`src/glrc_cfg.svh`:
```
`ifndef GLRC_CFG_SVH
`define GLRC_CFG_SVH

// ----------------------------------------------------------------------------
// clock and frame reset rates
// ----------------------------------------------------------------------------
`define GLRC_CLK_HZ          64'd100000000
`define GLRC_FR_MHZ_2997     64'd2997
`define GLRC_FR_MHZ_3000     64'd3000
`define GLRC_FR_MHZ_6250     64'd6250
`define GLRC_FR_MHZ_14985    64'd14985
`define GLRC_FR_MHZ_15000    64'd15000

// ----------------------------------------------------------------------------
// register offsets (byte addresses)
// ----------------------------------------------------------------------------
`define GLRC_ADDR_REF_CTRL   8'h00
`define GLRC_ADDR_STATUS     8'h04
`define GLRC_ADDR_OUT1       8'h08
`define GLRC_ADDR_OUT2       8'h0C
`define GLRC_ADDR_OUT3       8'h10
`define GLRC_ADDR_OFF_BASE   8'h20
`define GLRC_ADDR_OFF_LAST   8'h5F

// ----------------------------------------------------------------------------
// field positions
// ----------------------------------------------------------------------------
`define GLRC_REF_STD_LSB     0
`define GLRC_REF_SEL_BIT     3
`define GLRC_REF_SRC_BIT     4
`define GLRC_REF_FRAME_LSB   5
`define GLRC_REF_LOSS_BIT    8
`define GLRC_ST_STATE_LSB    0
`define GLRC_ST_HD_LSB       2
`define GLRC_ST_CW_LSB       6
`define GLRC_ST_FALLBACK_BIT 9
`define GLRC_OUT_STD_LSB     0
`define GLRC_OUT_SIG_BIT     4
`define GLRC_CMD_OP_LSB      16

// ----------------------------------------------------------------------------
// reset values
// ----------------------------------------------------------------------------
`define GLRC_RST_REF_STD     3'h0
`define GLRC_RST_FRAME       3'h0
`define GLRC_RST_OUT_STD     4'h0
`define GLRC_RST_OFFSET      16'h0000
`define GLRC_RST_STEP        16'h0001

`endif

```
`src/glrc_pad.sv`:
```
`timescale 1ns/100ps
`default_nettype none
`default_nettype wire

```
`src/glrc_pkg.sv`:
```
package glrc_pkg;

    typedef enum logic [2:0] {
        ntsc_burst_lock          = 3'h0,
        pal_burst_lock           = 3'h1,
        ntsc_burst_lock_field_id = 3'h2,
        ntsc_sync_lock           = 3'h3,
        pal_sync_lock            = 3'h4,
        hd_trilevel_lock         = 3'h5
    } glrc_ref_std_t;

    typedef enum logic [1:0] {
        GL_INTERNAL = 2'h0,
        GL_ABSENT   = 2'h1,
        GL_UNLOCKED = 2'h2,
        GL_LOCKED   = 2'h3
    } glrc_gl_state_t;

    // black output standards: 0 ntsc, 1 pal, 2 ntsc_without_setup, 3 hd (output two)
    // output three: 0 black_burst, 1..13 hd formats
    typedef enum logic [1:0] {
        OP_VALUE = 2'h0,
        OP_UP    = 2'h1,
        OP_DOWN  = 2'h2,
        OP_DEF   = 2'h3
    } glrc_op_t;

    typedef enum logic [2:0] {
        APB_IDLE = 3'b001,
        APB_RESP = 3'b010,
        APB_SPARE = 3'b100
    } glrc_apb_st_t;

    typedef struct packed {
        logic [2:0] lock_sync;
        logic [2:0] pres_sync;
        logic       lock_q;
        logic       pres_q;
        logic       lock_prev;
    } glrc_sync_t;

    typedef struct packed {
        glrc_apb_st_t    apb_st;
        logic            pready;
        logic            pslverr;
        logic [31:0]     prdata;
        glrc_ref_std_t   ref_std;
        logic            sel_cw;
        logic            src_ext;
        logic [2:0]      cw_frame;
        logic            loss_hold_state_on_loss;
        logic            fallback;
        glrc_sync_t      sy;
        glrc_gl_state_t  gl_state;
        logic [2:0][3:0] out_std;
        logic [1:0]      out_sig;
        logic [3:0][15:0] h_off;
        logic [3:0][15:0] h_step;
        logic [3:0][15:0] v_off;
        logic [3:0][15:0] v_step;
        logic [31:0]     fr_cnt;
        logic            frame_pulse;
        logic            use_ext;
        logic            keep_comp;
    } glrc_state_t;

endpackage : glrc_pkg

```
`src/glrc_top.sv`:
```
// Operation
// reference standard holds six lock codes
// status reports internal, absent, unlocked, locked
// report incoming trilevel format, twelve codes
// input selector: reference or continuous-wave connector
// internal/external source setting, read back
// frame reset at chosen rate, zero keeps composite
// report measured continuous-wave frequency code
// on lock loss switch internal or hold_state_on_loss
// loss action reads back as two codes
// input horizontal offset: value, up, down, default
// input vertical offset: value, up, down, default
// each offset has step: value, min, max, default
// output one accepts ntsc, pal, no-setup only
// output two adds hd trilevel sync
// output three: black burst or hd formats
// signal type for outputs one, two, readable
// signal type choices depend on ntsc or pal
// output horizontal excess carries into vertical
// output vertical offset: value, up, down, default
// up/down change by stored step exactly
// reject illegal choice, keep stored value
// up/down saturate at limits
`include "glrc_cfg.svh"
`timescale 1ns/100ps
`default_nettype none

module glrc_top
    import glrc_pkg::*;
#(
    parameter logic [15:0] H_LINE   = 16'd64000,
    parameter logic [15:0] V_MAX    = 16'd1023,
    parameter logic [15:0] HSTEP_MAX = 16'd10000,
    parameter logic [15:0] VSTEP_MAX = 16'd100,
    parameter logic [31:0] FR_CNT_2997  = 32'((1000 * `GLRC_CLK_HZ) / `GLRC_FR_MHZ_2997),
    parameter logic [31:0] FR_CNT_3000  = 32'((1000 * `GLRC_CLK_HZ) / `GLRC_FR_MHZ_3000),
    parameter logic [31:0] FR_CNT_6250  = 32'((1000 * `GLRC_CLK_HZ) / `GLRC_FR_MHZ_6250),
    parameter logic [31:0] FR_CNT_14985 = 32'((1000 * `GLRC_CLK_HZ) / `GLRC_FR_MHZ_14985),
    parameter logic [31:0] FR_CNT_15000 = 32'((1000 * `GLRC_CLK_HZ) / `GLRC_FR_MHZ_15000)
) (
    input  wire logic              clk_i,
    input  wire logic              arst_n_i,
    input  wire logic              psel_i,
    input  wire logic              penable_i,
    input  wire logic              pwrite_i,
    input  wire logic [7:0]        paddr_i,
    input  wire logic [31:0]       pwdata_i,
    output logic                   pready_o,
    output logic [31:0]            prdata_o,
    output logic                   pslverr_o,
    input  wire logic              lock_i,
    input  wire logic              ref_present_i,
    input  wire logic [3:0]        hd_fmt_i,
    input  wire logic [2:0]        cw_freq_i,
    output logic [2:0]             ref_std_o,
    output logic                   sel_cw_o,
    output logic                   use_external_o,
    output logic                   keep_composite_o,
    output logic                   frame_reset_o,
    output logic [2:0][3:0]        out_std_o,
    output logic [1:0]             out_sig_o,
    output logic [3:0][15:0]       h_off_o,
    output logic [3:0][15:0]       v_off_o
);

    // ------------------------------------------------------------------------
    // helpers
    // ------------------------------------------------------------------------
    function automatic logic [31:0] fr_period(input logic [2:0] code);
        case (code)
            3'h1:    fr_period = FR_CNT_2997;
            3'h2:    fr_period = FR_CNT_3000;
            3'h3:    fr_period = FR_CNT_6250;
            3'h4:    fr_period = FR_CNT_14985;
            3'h5:    fr_period = FR_CNT_15000;
            default: fr_period = 32'h0000_0001;
        endcase
    endfunction : fr_period

    function automatic logic std_ok(input logic [1:0] idx, input logic [3:0] code);
        case (idx)
            2'h0:    std_ok = (code <= 4'h2);
            2'h1:    std_ok = (code <= 4'h3);
            2'h2:    std_ok = (code <= 4'hD);
            default: std_ok = 1'b0;
        endcase
    endfunction : std_ok

    // field reference variants only exist on sd standards
    function automatic logic sig_ok(input logic [3:0] code, input logic sig);
        sig_ok = !sig || (code <= 4'h2);
    endfunction : sig_ok

    // up/down by the stored step, clipped to [0, hi]
    function automatic logic [15:0] step_sat(input logic [15:0] cur, input logic [15:0] stp,
                                             input logic up, input logic [15:0] hi);
        logic [16:0] sum;
        sum = 17'h0_0000;
        if (up) begin
            sum = {1'b0, cur} + {1'b0, stp};
            step_sat = (sum > {1'b0, hi}) ? hi : sum[15:0];
        end else begin
            step_sat = (cur < stp) ? 16'h0000 : cur - stp;
        end
    endfunction : step_sat

    function automatic logic [15:0] step_cmd(input glrc_op_t op, input logic [15:0] val,
                                             input logic [15:0] hi);
        case (op)
            OP_UP:   step_cmd = 16'h0001;
            OP_DOWN: step_cmd = hi;
            OP_DEF:  step_cmd = `GLRC_RST_STEP;
            default: step_cmd = val;
        endcase
    endfunction : step_cmd

    // ------------------------------------------------------------------------
    // state
    // ------------------------------------------------------------------------
    glrc_state_t s_reg;
    glrc_state_t s_next;

    logic        acc;
    logic [1:0]  ch;
    logic [1:0]  sub;
    logic        is_off;
    logic        mapped;
    logic        wr_ok;
    logic [31:0] rd;
    glrc_op_t    op;
    logic [15:0] val;
    logic [15:0] carry;
    logic [15:0] h_rem;
    logic [16:0] v_sum;
    logic [1:0]  oidx;
    logic [3:0]  ostd;

    always_comb begin
        s_next = s_reg;
        acc    = psel_i && penable_i;
        is_off = (paddr_i >= `GLRC_ADDR_OFF_BASE) && (paddr_i <= `GLRC_ADDR_OFF_LAST)
                 && (paddr_i[1:0] == 2'h0);
        ch     = 2'(paddr_i[5:4] - 2'h2);
        sub    = paddr_i[3:2];
        op     = glrc_op_t'(pwdata_i[`GLRC_CMD_OP_LSB +: 2]);
        val    = pwdata_i[15:0];
        carry  = val / H_LINE;
        h_rem  = val % H_LINE;
        v_sum  = {1'b0, s_reg.v_off[ch]} + {1'b0, carry};
        oidx   = 2'(paddr_i[4:2] - 3'h2);
        ostd   = pwdata_i[`GLRC_OUT_STD_LSB +: 4];

        // --------------------------------------------------------------------
        // lock and presence come from the genlock core's pins
        // --------------------------------------------------------------------
        s_next.sy.lock_sync = {s_reg.sy.lock_sync[1:0], lock_i};
        s_next.sy.pres_sync = {s_reg.sy.pres_sync[1:0], ref_present_i};
        if (s_reg.sy.lock_sync[1] == s_reg.sy.lock_sync[2]) begin
            s_next.sy.lock_q = s_reg.sy.lock_sync[2];
        end
        if (s_reg.sy.pres_sync[1] == s_reg.sy.pres_sync[2]) begin
            s_next.sy.pres_q = s_reg.sy.pres_sync[2];
        end
        s_next.sy.lock_prev = s_reg.sy.lock_q;

        // --------------------------------------------------------------------
        // read mux and write legality
        // --------------------------------------------------------------------
        mapped = 1'b1;
        wr_ok  = 1'b1;
        rd     = 32'h0000_0000;
        if (is_off) begin
            case (sub)
                2'h0: rd[15:0] = s_reg.h_off[ch];
                2'h1: rd[15:0] = s_reg.h_step[ch];
                2'h2: rd[15:0] = s_reg.v_off[ch];
                default: rd[15:0] = s_reg.v_step[ch];
            endcase
            if (op == OP_VALUE) begin
                case (sub)
                    2'h0: wr_ok = (ch != 2'h0) || (val < H_LINE);
                    2'h1: wr_ok = (val != 16'h0000) && (val <= HSTEP_MAX);
                    2'h2: wr_ok = (val <= V_MAX);
                    default: wr_ok = (val != 16'h0000) && (val <= VSTEP_MAX);
                endcase
            end
        end else begin
            case (paddr_i)
                `GLRC_ADDR_REF_CTRL: begin
                    rd[`GLRC_REF_STD_LSB +: 3]   = s_reg.ref_std;
                    rd[`GLRC_REF_SEL_BIT]        = s_reg.sel_cw;
                    rd[`GLRC_REF_SRC_BIT]        = s_reg.src_ext;
                    rd[`GLRC_REF_FRAME_LSB +: 3] = s_reg.cw_frame;
                    rd[`GLRC_REF_LOSS_BIT]       = s_reg.loss_hold_state_on_loss;
                    wr_ok = (pwdata_i[`GLRC_REF_STD_LSB +: 3] <= 3'h5)
                            && (pwdata_i[`GLRC_REF_FRAME_LSB +: 3] <= 3'h5);
                end
                `GLRC_ADDR_STATUS: begin
                    rd[`GLRC_ST_STATE_LSB +: 2] = s_reg.gl_state;
                    rd[`GLRC_ST_HD_LSB +: 4]    = hd_fmt_i;
                    rd[`GLRC_ST_CW_LSB +: 3]    = cw_freq_i;
                    rd[`GLRC_ST_FALLBACK_BIT]   = s_reg.fallback;
                    wr_ok = 1'b0;
                end
                `GLRC_ADDR_OUT1, `GLRC_ADDR_OUT2, `GLRC_ADDR_OUT3: begin
                    rd[`GLRC_OUT_STD_LSB +: 4] = s_reg.out_std[oidx];
                    if (oidx != 2'h2) begin
                        rd[`GLRC_OUT_SIG_BIT] = s_reg.out_sig[oidx[0]];
                    end
                    wr_ok = std_ok(oidx, ostd)
                            && ((oidx == 2'h2) ? !pwdata_i[`GLRC_OUT_SIG_BIT]
                                               : sig_ok(ostd, pwdata_i[`GLRC_OUT_SIG_BIT]));
                end
                default: begin
                    mapped = 1'b0;
                    wr_ok  = 1'b0;
                end
            endcase
        end

        // --------------------------------------------------------------------
        // apb slave: one wait state, write lands on the completing edge
        // --------------------------------------------------------------------
        case (s_reg.apb_st)
            APB_IDLE: begin
                if (acc) begin
                    s_next.pready  = 1'b1;
                    s_next.prdata  = pwrite_i ? 32'h0000_0000 : rd;
                    s_next.pslverr = !mapped || (pwrite_i && !wr_ok);
                    s_next.apb_st  = APB_RESP;
                end
            end
            APB_RESP: begin
                s_next.pready  = 1'b0;
                s_next.pslverr = 1'b0;
                s_next.prdata  = 32'h0000_0000;
                s_next.apb_st  = APB_IDLE;
                // pslverr was decided from the same held request, so it gates the write
                if (acc && pwrite_i && !s_reg.pslverr) begin
                    if (is_off) begin
                        case (sub)
                            2'h0: begin
                                case (op)
                                    OP_UP:   s_next.h_off[ch] = step_sat(s_reg.h_off[ch], s_reg.h_step[ch],
                                                                         1'b1, 16'(H_LINE - 16'h0001));
                                    OP_DOWN: s_next.h_off[ch] = step_sat(s_reg.h_off[ch], s_reg.h_step[ch],
                                                                         1'b0, 16'h0000);
                                    OP_DEF:  s_next.h_off[ch] = `GLRC_RST_OFFSET;
                                    default: begin
                                        if (ch == 2'h0) begin
                                            s_next.h_off[ch] = val;
                                        end else begin
                                            s_next.h_off[ch] = h_rem;
                                            s_next.v_off[ch] = (v_sum > {1'b0, V_MAX}) ? V_MAX
                                                                                       : v_sum[15:0];
                                        end
                                    end
                                endcase
                            end
                            2'h1: s_next.h_step[ch] = step_cmd(op, val, HSTEP_MAX);
                            2'h2: begin
                                case (op)
                                    OP_UP:   s_next.v_off[ch] = step_sat(s_reg.v_off[ch], s_reg.v_step[ch],
                                                                         1'b1, V_MAX);
                                    OP_DOWN: s_next.v_off[ch] = step_sat(s_reg.v_off[ch], s_reg.v_step[ch],
                                                                         1'b0, 16'h0000);
                                    OP_DEF:  s_next.v_off[ch] = `GLRC_RST_OFFSET;
                                    default: s_next.v_off[ch] = val;
                                endcase
                            end
                            default: s_next.v_step[ch] = step_cmd(op, val, VSTEP_MAX);
                        endcase
                    end else begin
                        case (paddr_i)
                            `GLRC_ADDR_REF_CTRL: begin
                                s_next.ref_std   = glrc_ref_std_t'(pwdata_i[`GLRC_REF_STD_LSB +: 3]);
                                s_next.sel_cw    = pwdata_i[`GLRC_REF_SEL_BIT];
                                s_next.src_ext   = pwdata_i[`GLRC_REF_SRC_BIT];
                                s_next.cw_frame  = pwdata_i[`GLRC_REF_FRAME_LSB +: 3];
                                s_next.loss_hold_state_on_loss = pwdata_i[`GLRC_REF_LOSS_BIT];
                                s_next.fallback  = 1'b0;
                            end
                            `GLRC_ADDR_OUT1, `GLRC_ADDR_OUT2, `GLRC_ADDR_OUT3: begin
                                s_next.out_std[oidx] = ostd;
                                if (oidx != 2'h2) begin
                                    s_next.out_sig[oidx[0]] = pwdata_i[`GLRC_OUT_SIG_BIT];
                                end
                            end
                            default: begin
                            end
                        endcase
                    end
                end
            end
            default: begin
                s_next.apb_st = APB_IDLE;
                s_next.pready = 1'b0;
            end
        endcase

        // --------------------------------------------------------------------
        // loss of lock; placed after the register write so a loss in the
        // same cycle as a source rewrite still forces the fallback
        // --------------------------------------------------------------------
        if (s_reg.sy.lock_prev && !s_reg.sy.lock_q && s_reg.use_ext && !s_reg.loss_hold_state_on_loss) begin
            s_next.fallback = 1'b1;
        end
        s_next.use_ext = s_next.src_ext && !s_next.fallback;

        if (!s_reg.use_ext) begin
            s_next.gl_state = GL_INTERNAL;
        end else if (!s_reg.sy.pres_q) begin
            s_next.gl_state = GL_ABSENT;
        end else if (!s_reg.sy.lock_q) begin
            s_next.gl_state = GL_UNLOCKED;
        end else begin
            s_next.gl_state = GL_LOCKED;
        end

        // --------------------------------------------------------------------
        // continuous-wave frame reset
        // --------------------------------------------------------------------
        s_next.frame_pulse = 1'b0;
        s_next.keep_comp = (s_next.cw_frame == 3'h0);
        if (s_reg.sel_cw && (s_reg.cw_frame != 3'h0)) begin
            if (s_reg.fr_cnt >= fr_period(s_reg.cw_frame) - 32'h0000_0001) begin
                s_next.fr_cnt      = 32'h0000_0000;
                s_next.frame_pulse = 1'b1;
            end else begin
                s_next.fr_cnt = s_reg.fr_cnt + 32'h0000_0001;
            end
        end else begin
            s_next.fr_cnt = 32'h0000_0000;
        end
    end

    always_ff @(posedge clk_i or negedge arst_n_i) begin
        if (!arst_n_i) begin
            s_reg           <= '0;
            s_reg.apb_st    <= APB_IDLE;
            s_reg.ref_std   <= glrc_ref_std_t'(`GLRC_RST_REF_STD);
            s_reg.cw_frame  <= `GLRC_RST_FRAME;
            s_reg.keep_comp <= 1'b1;
            s_reg.gl_state  <= GL_INTERNAL;
            s_reg.out_std   <= {3{`GLRC_RST_OUT_STD}};
            s_reg.h_off     <= {4{`GLRC_RST_OFFSET}};
            s_reg.v_off     <= {4{`GLRC_RST_OFFSET}};
            s_reg.h_step    <= {4{`GLRC_RST_STEP}};
            s_reg.v_step    <= {4{`GLRC_RST_STEP}};
        end else begin
            s_reg <= s_next;
        end
    end

    // ------------------------------------------------------------------------
    // outputs
    // ------------------------------------------------------------------------
    assign pready_o         = s_reg.pready;
    assign prdata_o         = s_reg.prdata;
    assign pslverr_o        = s_reg.pslverr;
    assign ref_std_o        = s_reg.ref_std;
    assign sel_cw_o         = s_reg.sel_cw;
    assign use_external_o   = s_reg.use_ext;
    assign keep_composite_o = s_reg.keep_comp;
    assign frame_reset_o    = s_reg.frame_pulse;
    assign out_std_o        = s_reg.out_std;
    assign out_sig_o        = s_reg.out_sig;
    assign h_off_o          = s_reg.h_off;
    assign v_off_o          = s_reg.v_off;

endmodule : glrc_top

`default_nettype wire

```
`config.mk`:
```
export PLATFORM = sky130hd
export DESIGN_NAME = glrc_top
export DESIGN_NICKNAME = d
export VERILOG_FILES = /design/src/glrc_pad.sv /design/src/glrc_pkg.sv /design/src/glrc_top.sv
export VERILOG_INCLUDE_DIRS = /design/src
export SDC_FILE = /design/constraint.sdc
export NUM_CORES = 1
export LEC_CHECK = 0
export BUFFER_PORTS_ARGS = -buffer_cell sky130_fd_sc_hd__buf_2
export CAP_MARGIN = 20
export CORE_MARGIN = 2
export CORE_UTILIZATION = 50
export DETAILED_ROUTE_END_ITERATION = 8
export PLACE_DENSITY = 0.67
export SETUP_SLACK_MARGIN = 0.05
export SYNTH_ARGS = -nofsm -noshare
export SYNTH_HDL_FRONTEND = slang
export SYNTH_SLANG_ARGS = --single-unit
```
`constraint.sdc`:
```
create_clock -name clk_i -period 9.6 [get_ports clk_i]
set_clock_uncertainty 0.15 [all_clocks]
set_input_delay 1.92 -clock clk_i [delete_from_list [all_inputs] [get_ports clk_i]]
set_output_delay 1.92 -clock clk_i [all_outputs]
set_load 0.01 [all_outputs]
```
==> results of run 1 <==
cells in the mapped netlist (25+ instances only):
cell type,instances
buf_4,180
a21o_1,29
a21oi_1,113
mux4_2,80
dfrtp_1,335
a31oi_1,32
ha_1,97
inv_1,87
xnor2_1,31
nor2_1,212
o21ai_0,230
mux2_2,46
nor3_1,34
clkbuf_1,111
nand2_1,313
nor2b_1,25
nand3_1,41
cell type report:
class / count / area, µm²
fillers: 3962 / 20000
multi-input cells: 1672 / 11500
flip-flops and latches: 345 / 8650
repair buffers: 243 / 1390
clock buffers: 58 / 1200
well taps: 592 / 741
inverters: 88 / 330
clock inverters: 15 / 245
diodes: 3 / 7.51
worst max path at each step:
stage                from                      end  cells past startpoint
6_report       paddr_i[5]  v_off_o[37]$_DFFE_PN0P_                     15
4_1_cts        paddr_i[4]  h_off_o[53]$_DFFE_PN0P_                     14
3_3_place_gp   paddr_i[4]   h_off_o[5]$_DFFE_PN0P_                     14
3_5_place_dp   paddr_i[4]  h_off_o[53]$_DFFE_PN0P_                     14
2_1_floorplan  paddr_i[4]  h_off_o[34]$_DFFE_PN0P_                     17
5_1_grt        paddr_i[4]   h_off_o[5]$_DFFE_PN0P_                     14
per-stage QoR:
step                      instances  total power [mW]  cell area [µm²]   util  setup slack [ps]
after floorplan                2419              1.60            22300      -              3160
after global placement         2932              1.70            22500  0.510              2180
after detailed placement       2933              1.70            22500  0.510              2100
after CTS                      3006              3.37            23900  0.543              2670
after global routing           3013              3.44            24000  0.546              2140
final                          3016              3.35            24000  0.546              2480
placed cells by master (no fill, tap or decap), types with 18 or more instances in the layout:
master     netlist  final
mux4_2          80     80
o21bai_1        21     21
buf_2           15    203
nor2b_1         25     24
mux2_2          46     46
buf_4          180     32
nand2_1        313    313
nor3_1          34     32
xnor2_1         31     31
nand3_1         41     41
dfrtp_1        335    335
ha_1            97     97
conb_1           2     23
o31ai_1         18     18
nor2_1         212    211
inv_1           87     87
a21oi_1        113    113
a211oi_1        21     21
a31oi_1         32     32
a21o_1          29     29
o21ai_0        230    230
nand2b_1        19     19
clkbuf_16        0     41
xor2_1          18     18
worst max-delay path, cell delays in order:
cell and delay [ps]:
buf_4 590, buf_4 520, mux4_2 430, inv_1 80, ha_1 310, o21bai_1 160
a21oi_1 110, o21ai_0 530, a21oi_1 280, a21o_1 240, a211oi_1 420, a41oi_1 570
a211oi_1 770, a2bb2oi_1 270, o21ai_0 120
per-layer routing:
layer  up-vias  GRT usage  wire [µm]
met3       184     0.0689       6530
met5         -          0          0
met2       950      0.476      32500
met4         0      0.128       3010
met1      9226      0.416      29800
li1       8366          -          -
cell families (layout without fill, tap and decap cells):
kind of cell / Yosys count / in the layout
and+or+nand+nor: 716 / 716
AOI/OAI and AO/OA: 645 / 645
buffers and inverters: 402 / 404
DFF: 345 / 345
muxes: 136 / 136
adders and majority gates: 103 / 103
xor gates and xnor gates: 49 / 49
other: 2 / 26
power by group:
group	switching, mW	internal [mW]	total (mW)
combinational	0.160	0.0516	0.212
sequential	0.00430	1.46	1.47
clock	0.638	1.03	1.67
==> key figures, run 1 <==
Setup path
  • R2R Setup Slk: 4340 ps
  • CP Class: primary input to flop
  • Worst Path Max Fanout: 48
  • Crit path DAT: 7400 ps
  • Worst Setup Start Kind: primary input
  • Worst endpoint required time: 9880 ps
  • Worst R2R Start: v_off_o[18]$_DFFE_PN0P_
  • Number of cells on the worst reg-to-reg path: 12
  • Critical path capture point type: flop
  • Worst reg2reg path endpoint: v_off_o[37]$_DFFE_PN0P_

Clocking
  • Buffer depth of the longest clock path: 3
  • CTS tree: yes
  • Post-CTS Hold Buffers: 0
  • CTS Buf Count: 40
  • Worst-Skew Late Latency: 580 ps
  • Worst-path clk slew: 60 ps
  • Post-CTS setup buffers: 0
  • CTS root buffer: clkbuf_16
  • CTS HTree Levels: 2
  • Clk sink count: 345
  • Post-CTS sizing: 0

Cells and area
  • Share of layout cells above drive strength 1: 0.195
  • Nets: 2,545
  • Layout area overhead: 8.15%
  • Max FFs per register: 173

Synthesis
  • Largest family of logic cells by synthesized area: compound AO/OA/AOI/OAI gates
  • Synthesized cell area: 22,200 µm²
  • Xor/xnor cell area share of the yosys netlist: 0.0193
  • Biggest area consumer among synthesized cells: dfrtp_1
  • Portion of netlist area occupied by mux cells: 0.109
  • Top_reg_cell synth: dfrtp_1
  • Cells after Synth: 2,398
  • Yosys reg bits: 345
  • Post-synth EDFFs: 0
  • Synth Area in Compound Gates: 0.185
  • Avg Cell Area, Syn: 9.27 µm²
  • Post-synthesis sequential area ratio: 0.389
  • Yosys warns: 0
  • Synth Area in Adders: 0.0591
  • Largest cells by area after synthesis: dfrtp_1, mux4_2, buf_4
  • Simple-gate share of the synthesized area: 0.140
  • Netlist cell types: 85
  • Post-synthesis async set-or-reset flop share: 1.00
  • Synth top area share: 0.377

Route
  • DRT Pass-1 Iters: 7
  • Routed Antenna Nets: 0
  • Vias/cell: 6.21
  • DRT iter0 DRCs: 2,085
  • DRC: 0
  • Final wirelength: 71.8 mm
  • WL per Instance: 23.8 µm
  • Via Count: 18,700

Timing
  • Final hold violations: 0
  • Fin Setup TNS: 0 ps
  • Period minus WS final: 7120 ps
  • WHS: 202 ps
  • Slew margin rel.: 0.236
  • Tightest Pin Transition: 1150 ps
  • Peak Freq: 0.140 GHz
  • Endpoints failing setup: 0
  • RSZ-0062 raised after global routing: no
  • Final worst path period share: 0.742
  • Max Slew Vio Count: 0

Power
  • Power Dens Cells: 139 nW/µm²
  • Max VDD drop: 0.000103 V
  • Static Leak: 11.1 nW

Global route
  • Vias in the first global route: 17,900
  • Largest net degree at the start of global routing: 101
  • Total GRT Usage: 0.307
  • Initial antenna violation count: 3
  • Grt ovf: 0
  • Global-route wire length before repair: 109 mm

Run status
  • Outcome: finished, final reports clean

Placed design
  • Gp weighted congestion: 0.954
  • DP HPWL: 53.2 mm
  • Port Buf Inserts: 206

Floorplanning
  • Core Region: 44,000 µm²
  • DIE HEIGHT: 215 µm
  • Initial Util: 0.505
  • Die area: 46,200 µm²
  • Die span in x: 215 µm
  • # IOs: 237
  • Site Rows: 77

Hold path
  • Worst hold path depth: 0
  • Hold endpoint: s_next[312]$_DFF_PN0_
  • Worst Hold Launch: s_next[311]$_DFF_PN0_
  • Worst min path class: flop to flop

Flow run
  • Max Cap Viol: 0
(Power assumes the default switching activity.)
==> run 2: changes to the inputs <==
- clock period: 9.6 -> 6.6 ns (I/O delays scaled with it)
==> run 2 against run 1 <==
The run now ends with DRC left; wire length increased by 1.5%; register-to-register slack got worse by 2400 ps; global-route usage increased by 0.60 points; final area increased by 0.72%; via count increased by 0.84%; non-clock buffer count increased by 38; flip-flop and latch count unchanged; clock power increased by 34%; count of clock-buffer cells in the layout unchanged; hold slack got worse by 1.4 ps; cell count increased by 1.2%.
==> key figures, run 2 (synthesis gave the netlist of run 1 again) <==
Route
  • Routed Antenna Nets: 0 (unchanged)
  • Vias/cell: 6.19 (was 6.21)
  • DRT Pass-1 Iters: 8 (was 7)
  • Via Count: 18,900 (was 18,700)
  • DRC: 1 (was 0)
  • Final wirelength: 72.9 mm (was 71.8 mm)
  • WL per Instance: 23.9 µm (was 23.8 µm)
  • DRT iter0 DRCs: 2,233 (was 2,085)

Setup path
  • Worst Setup Start Kind: primary input (unchanged)
  • R2R Setup Slk: 1950 ps (was 4340 ps)
  • Worst-path cell chain: buf_4 -> buf_12 -> buf_4 -> mux4_2 -> inv_1 -> ha_1 -> nor2_1 -> o21ai_0 -> and3_1 -> a211oi_1 -> o2111a_1 -> and4_1 -> a41oi_1 -> buf_4 -> a21oi_1 -> a211oi_1 -> a211o_1 (was buf_4 -> buf_4 -> mux4_2 -> inv_1 -> ha_1 -> o21bai_1 -> a21oi_1 -> o21ai_0 -> a21oi_1 -> a21o_1 -> a211oi_1 -> a41oi_1 -> a211oi_1 -> a2bb2oi_1 -> o21ai_0)
  • CP Class: primary input to flop (unchanged)
  • Worst Path Max Fanout: 29 (was 48)
  • Crit path DAT: 6000 ps (was 7400 ps)
  • Worst endpoint required time: 6900 ps (was 9880 ps)
  • Critical path capture point type: flop (unchanged)
  • Slowest-stage cell, CP: mux4_2 (was a211oi_1)
  • Most used cell, CP: buf_4
  • Worst R2R Start: s_reg[320]$_DFF_PN0_ (was v_off_o[18]$_DFFE_PN0P_)
  • Critical path's largest stage delay: 570 ps (was 770 ps)
  • Beginning of the critical path: paddr_i[4] (was paddr_i[5])

Cells and area
  • Sequential Area: 8650 µm² (unchanged)
  • Share of layout cells above drive strength 1: 0.208 (was 0.195)
  • Commonest non-fill, non-tap cell in the layout: dfrtp_1 (unchanged)
  • Nets: 2,583 (was 2,545)
  • Fillers: 3,971 (was 3,962)
  • Commonest non-fill, non-tap cells in the layout: dfrtp_1, nand2_1, o21ai_0, nor2_1, buf_2 (unchanged)
  • Max FFs per register: 173 (unchanged)
  • Layout area overhead: 8.93% (was 8.15%)
  • Area taken by multi-input logic gates: 11,500 µm² (unchanged)

Floorplanning
  • Site Rows: 77 (unchanged)
  • Initial Util: 0.505 (unchanged)
  • Die span in x: 215 µm (unchanged)
  • # IOs: 237 (unchanged)
  • DIE HEIGHT: 215 µm (unchanged)
  • Core Region: 44,000 µm² (unchanged)
  • Die area: 46,200 µm² (unchanged)

Placed design
  • DP HPWL: 54.4 mm (was 53.2 mm)
  • Gp weighted congestion: 0.955 (was 0.954)
  • Port Buf Inserts: 206 (unchanged)
  • Dpl ws: 399 ps (was 2100 ps)

Global route
  • Largest net degree at the start of global routing: 121 (was 101)
  • Initial antenna violation count: 4 (was 3)
  • Grt ovf: 0 (unchanged)
  • Vias in the first global route: 18,400 (was 17,900)
  • Global-route wire length before repair: 111 mm (was 109 mm)
  • Total GRT Usage: 0.313 (was 0.307)

Clocking
  • Worst-path clk slew: 60 ps (about the same)
  • Post-CTS setup buffers: 0 (unchanged)
  • CTS Buf Count: 40 (unchanged)
  • Clk sink count: 345 (unchanged)
  • CTS tree: yes (unchanged)
  • CTS HTree Levels: 2 (unchanged)
  • Post-CTS Hold Buffers: 0 (unchanged)
  • Post-CTS sizing: 0 (unchanged)
  • CTS root buffer: clkbuf_16 (unchanged)
  • Buffer depth of the longest clock path: 3 (unchanged)
  • Worst-Skew Late Latency: 570 ps (was 580 ps)

Flow run
  • Max Cap Viol: 0 (unchanged)

Power
  • Tot Pwr: 4.69 mW (was 3.35 mW)
  • Max VDD drop: 0.000148 V (was 0.000103 V)
  • Static Leak: 11.2 nW (was 11.1 nW)
  • Power Dens Cells: 194 nW/µm² (was 139 nW/µm²)

Timing
  • Peak Freq: 0.175 GHz
  • Slew margin rel.: 0.278 (was 0.236)
  • Period minus WS final: 5700 ps
  • RSZ-0062 raised after global routing: no (unchanged)
  • Fin Setup TNS: 0 ps (unchanged)
  • Tightest Pin Transition: 1080 ps (was 1150 ps)
  • Max Slew Vio Count: 0 (unchanged)
  • Final worst slack: 900 ps (was 2480 ps)
  • Final worst path period share: 0.864
  • Final hold violations: 0 (unchanged)
  • Endpoints failing setup: 0 (unchanged)

Run status
  • Outcome: finished with violations (was finished, final reports clean)
  • Failing checks: DRC

Hold path
  • Worst Hold Launch: s_next[314]$_DFF_PN0_ (was s_next[311]$_DFF_PN0_)
  • Worst min path class: flop to flop (unchanged)
run 2: changes by cell type in the layout (fill, tap and decap cells not counted), moves of 2 or more:
cell	before	now
buf_12	0	3
buf_4	32	69
bufinv_16	6	1
clkinv_2	3	7
clkinv_4	2	0
clkinvlp_4	2	5
diode_2	3	1
run 2: stage by stage:
stage	util	hold WS (ps)	instance area, µm²	std cells
3_3_place_gp	0.518	186	22800	2973
4_1_cts	0.548	203	24100	3047
2_1_floorplan	-	181	22300	2419
3_5_place_dp	0.518	189	22800	2973
5_1_grt	0.550	203	24200	3052
6_report	0.550	200	24200	3053
run 2: worst max-delay path: cells and delay by family:
family | cells | cell delay, ps
fa+ha+maj | 1 | 340
simple gates | 3 | 720
buf+inv | 5 | 1290
mux | 1 | 570
compound gates | 7 | 1710
run 2: worst paths after layout:
| path | to | depth (start not counted) |
|---|---|---|
| min in group asynchronous | h_off_o[61]$_DFFE_PN0P_ | 1 |
| hold reg to reg | s_next[315]$_DFF_PN0_ | 0 |
| max in group asynchronous | v_off_o[38]$_DFFE_PN0P_ | 2 |
| setup / recovery | v_off_o[41]$_DFFE_PN0P_ | 17 |
| hold / removal | s_next[315]$_DFF_PN0_ | 0 |
| setup reg to reg | s_reg[9]$_DFF_PN0_ | 18 |
run 2: cell type report:
type,instances,area share
antenna,1,0.000103
clock buffer,58,0.0495
clock inverter,16,0.00532
inverter,88,0.0136
multi-input combinational,1672,0.474
sequential,345,0.357
tap,592,0.0306
timing repair buffer,281,0.0695
run 2: layer usage:
| layer | routed length, µm | vias up | GRT usage |
|---|---|---|---|
| li1 | - | 8435 | - |
| met1 | 30000 | 9364 | 0.418 |
| met2 | 32900 | 879 | 0.485 |
| met3 | 6630 | 201 | 0.0798 |
| met4 | 3370 | 4 | 0.132 |
| met5 | 28 | - | 0 |
run 2: power by group:
group | internal (mW) | total, mW | switching, mW
Combinational | 0.0838 | 0.322 | 0.238
Sequential | 2.12 | 2.13 | 0.00640
Clock | 1.31 | 2.24 | 0.931
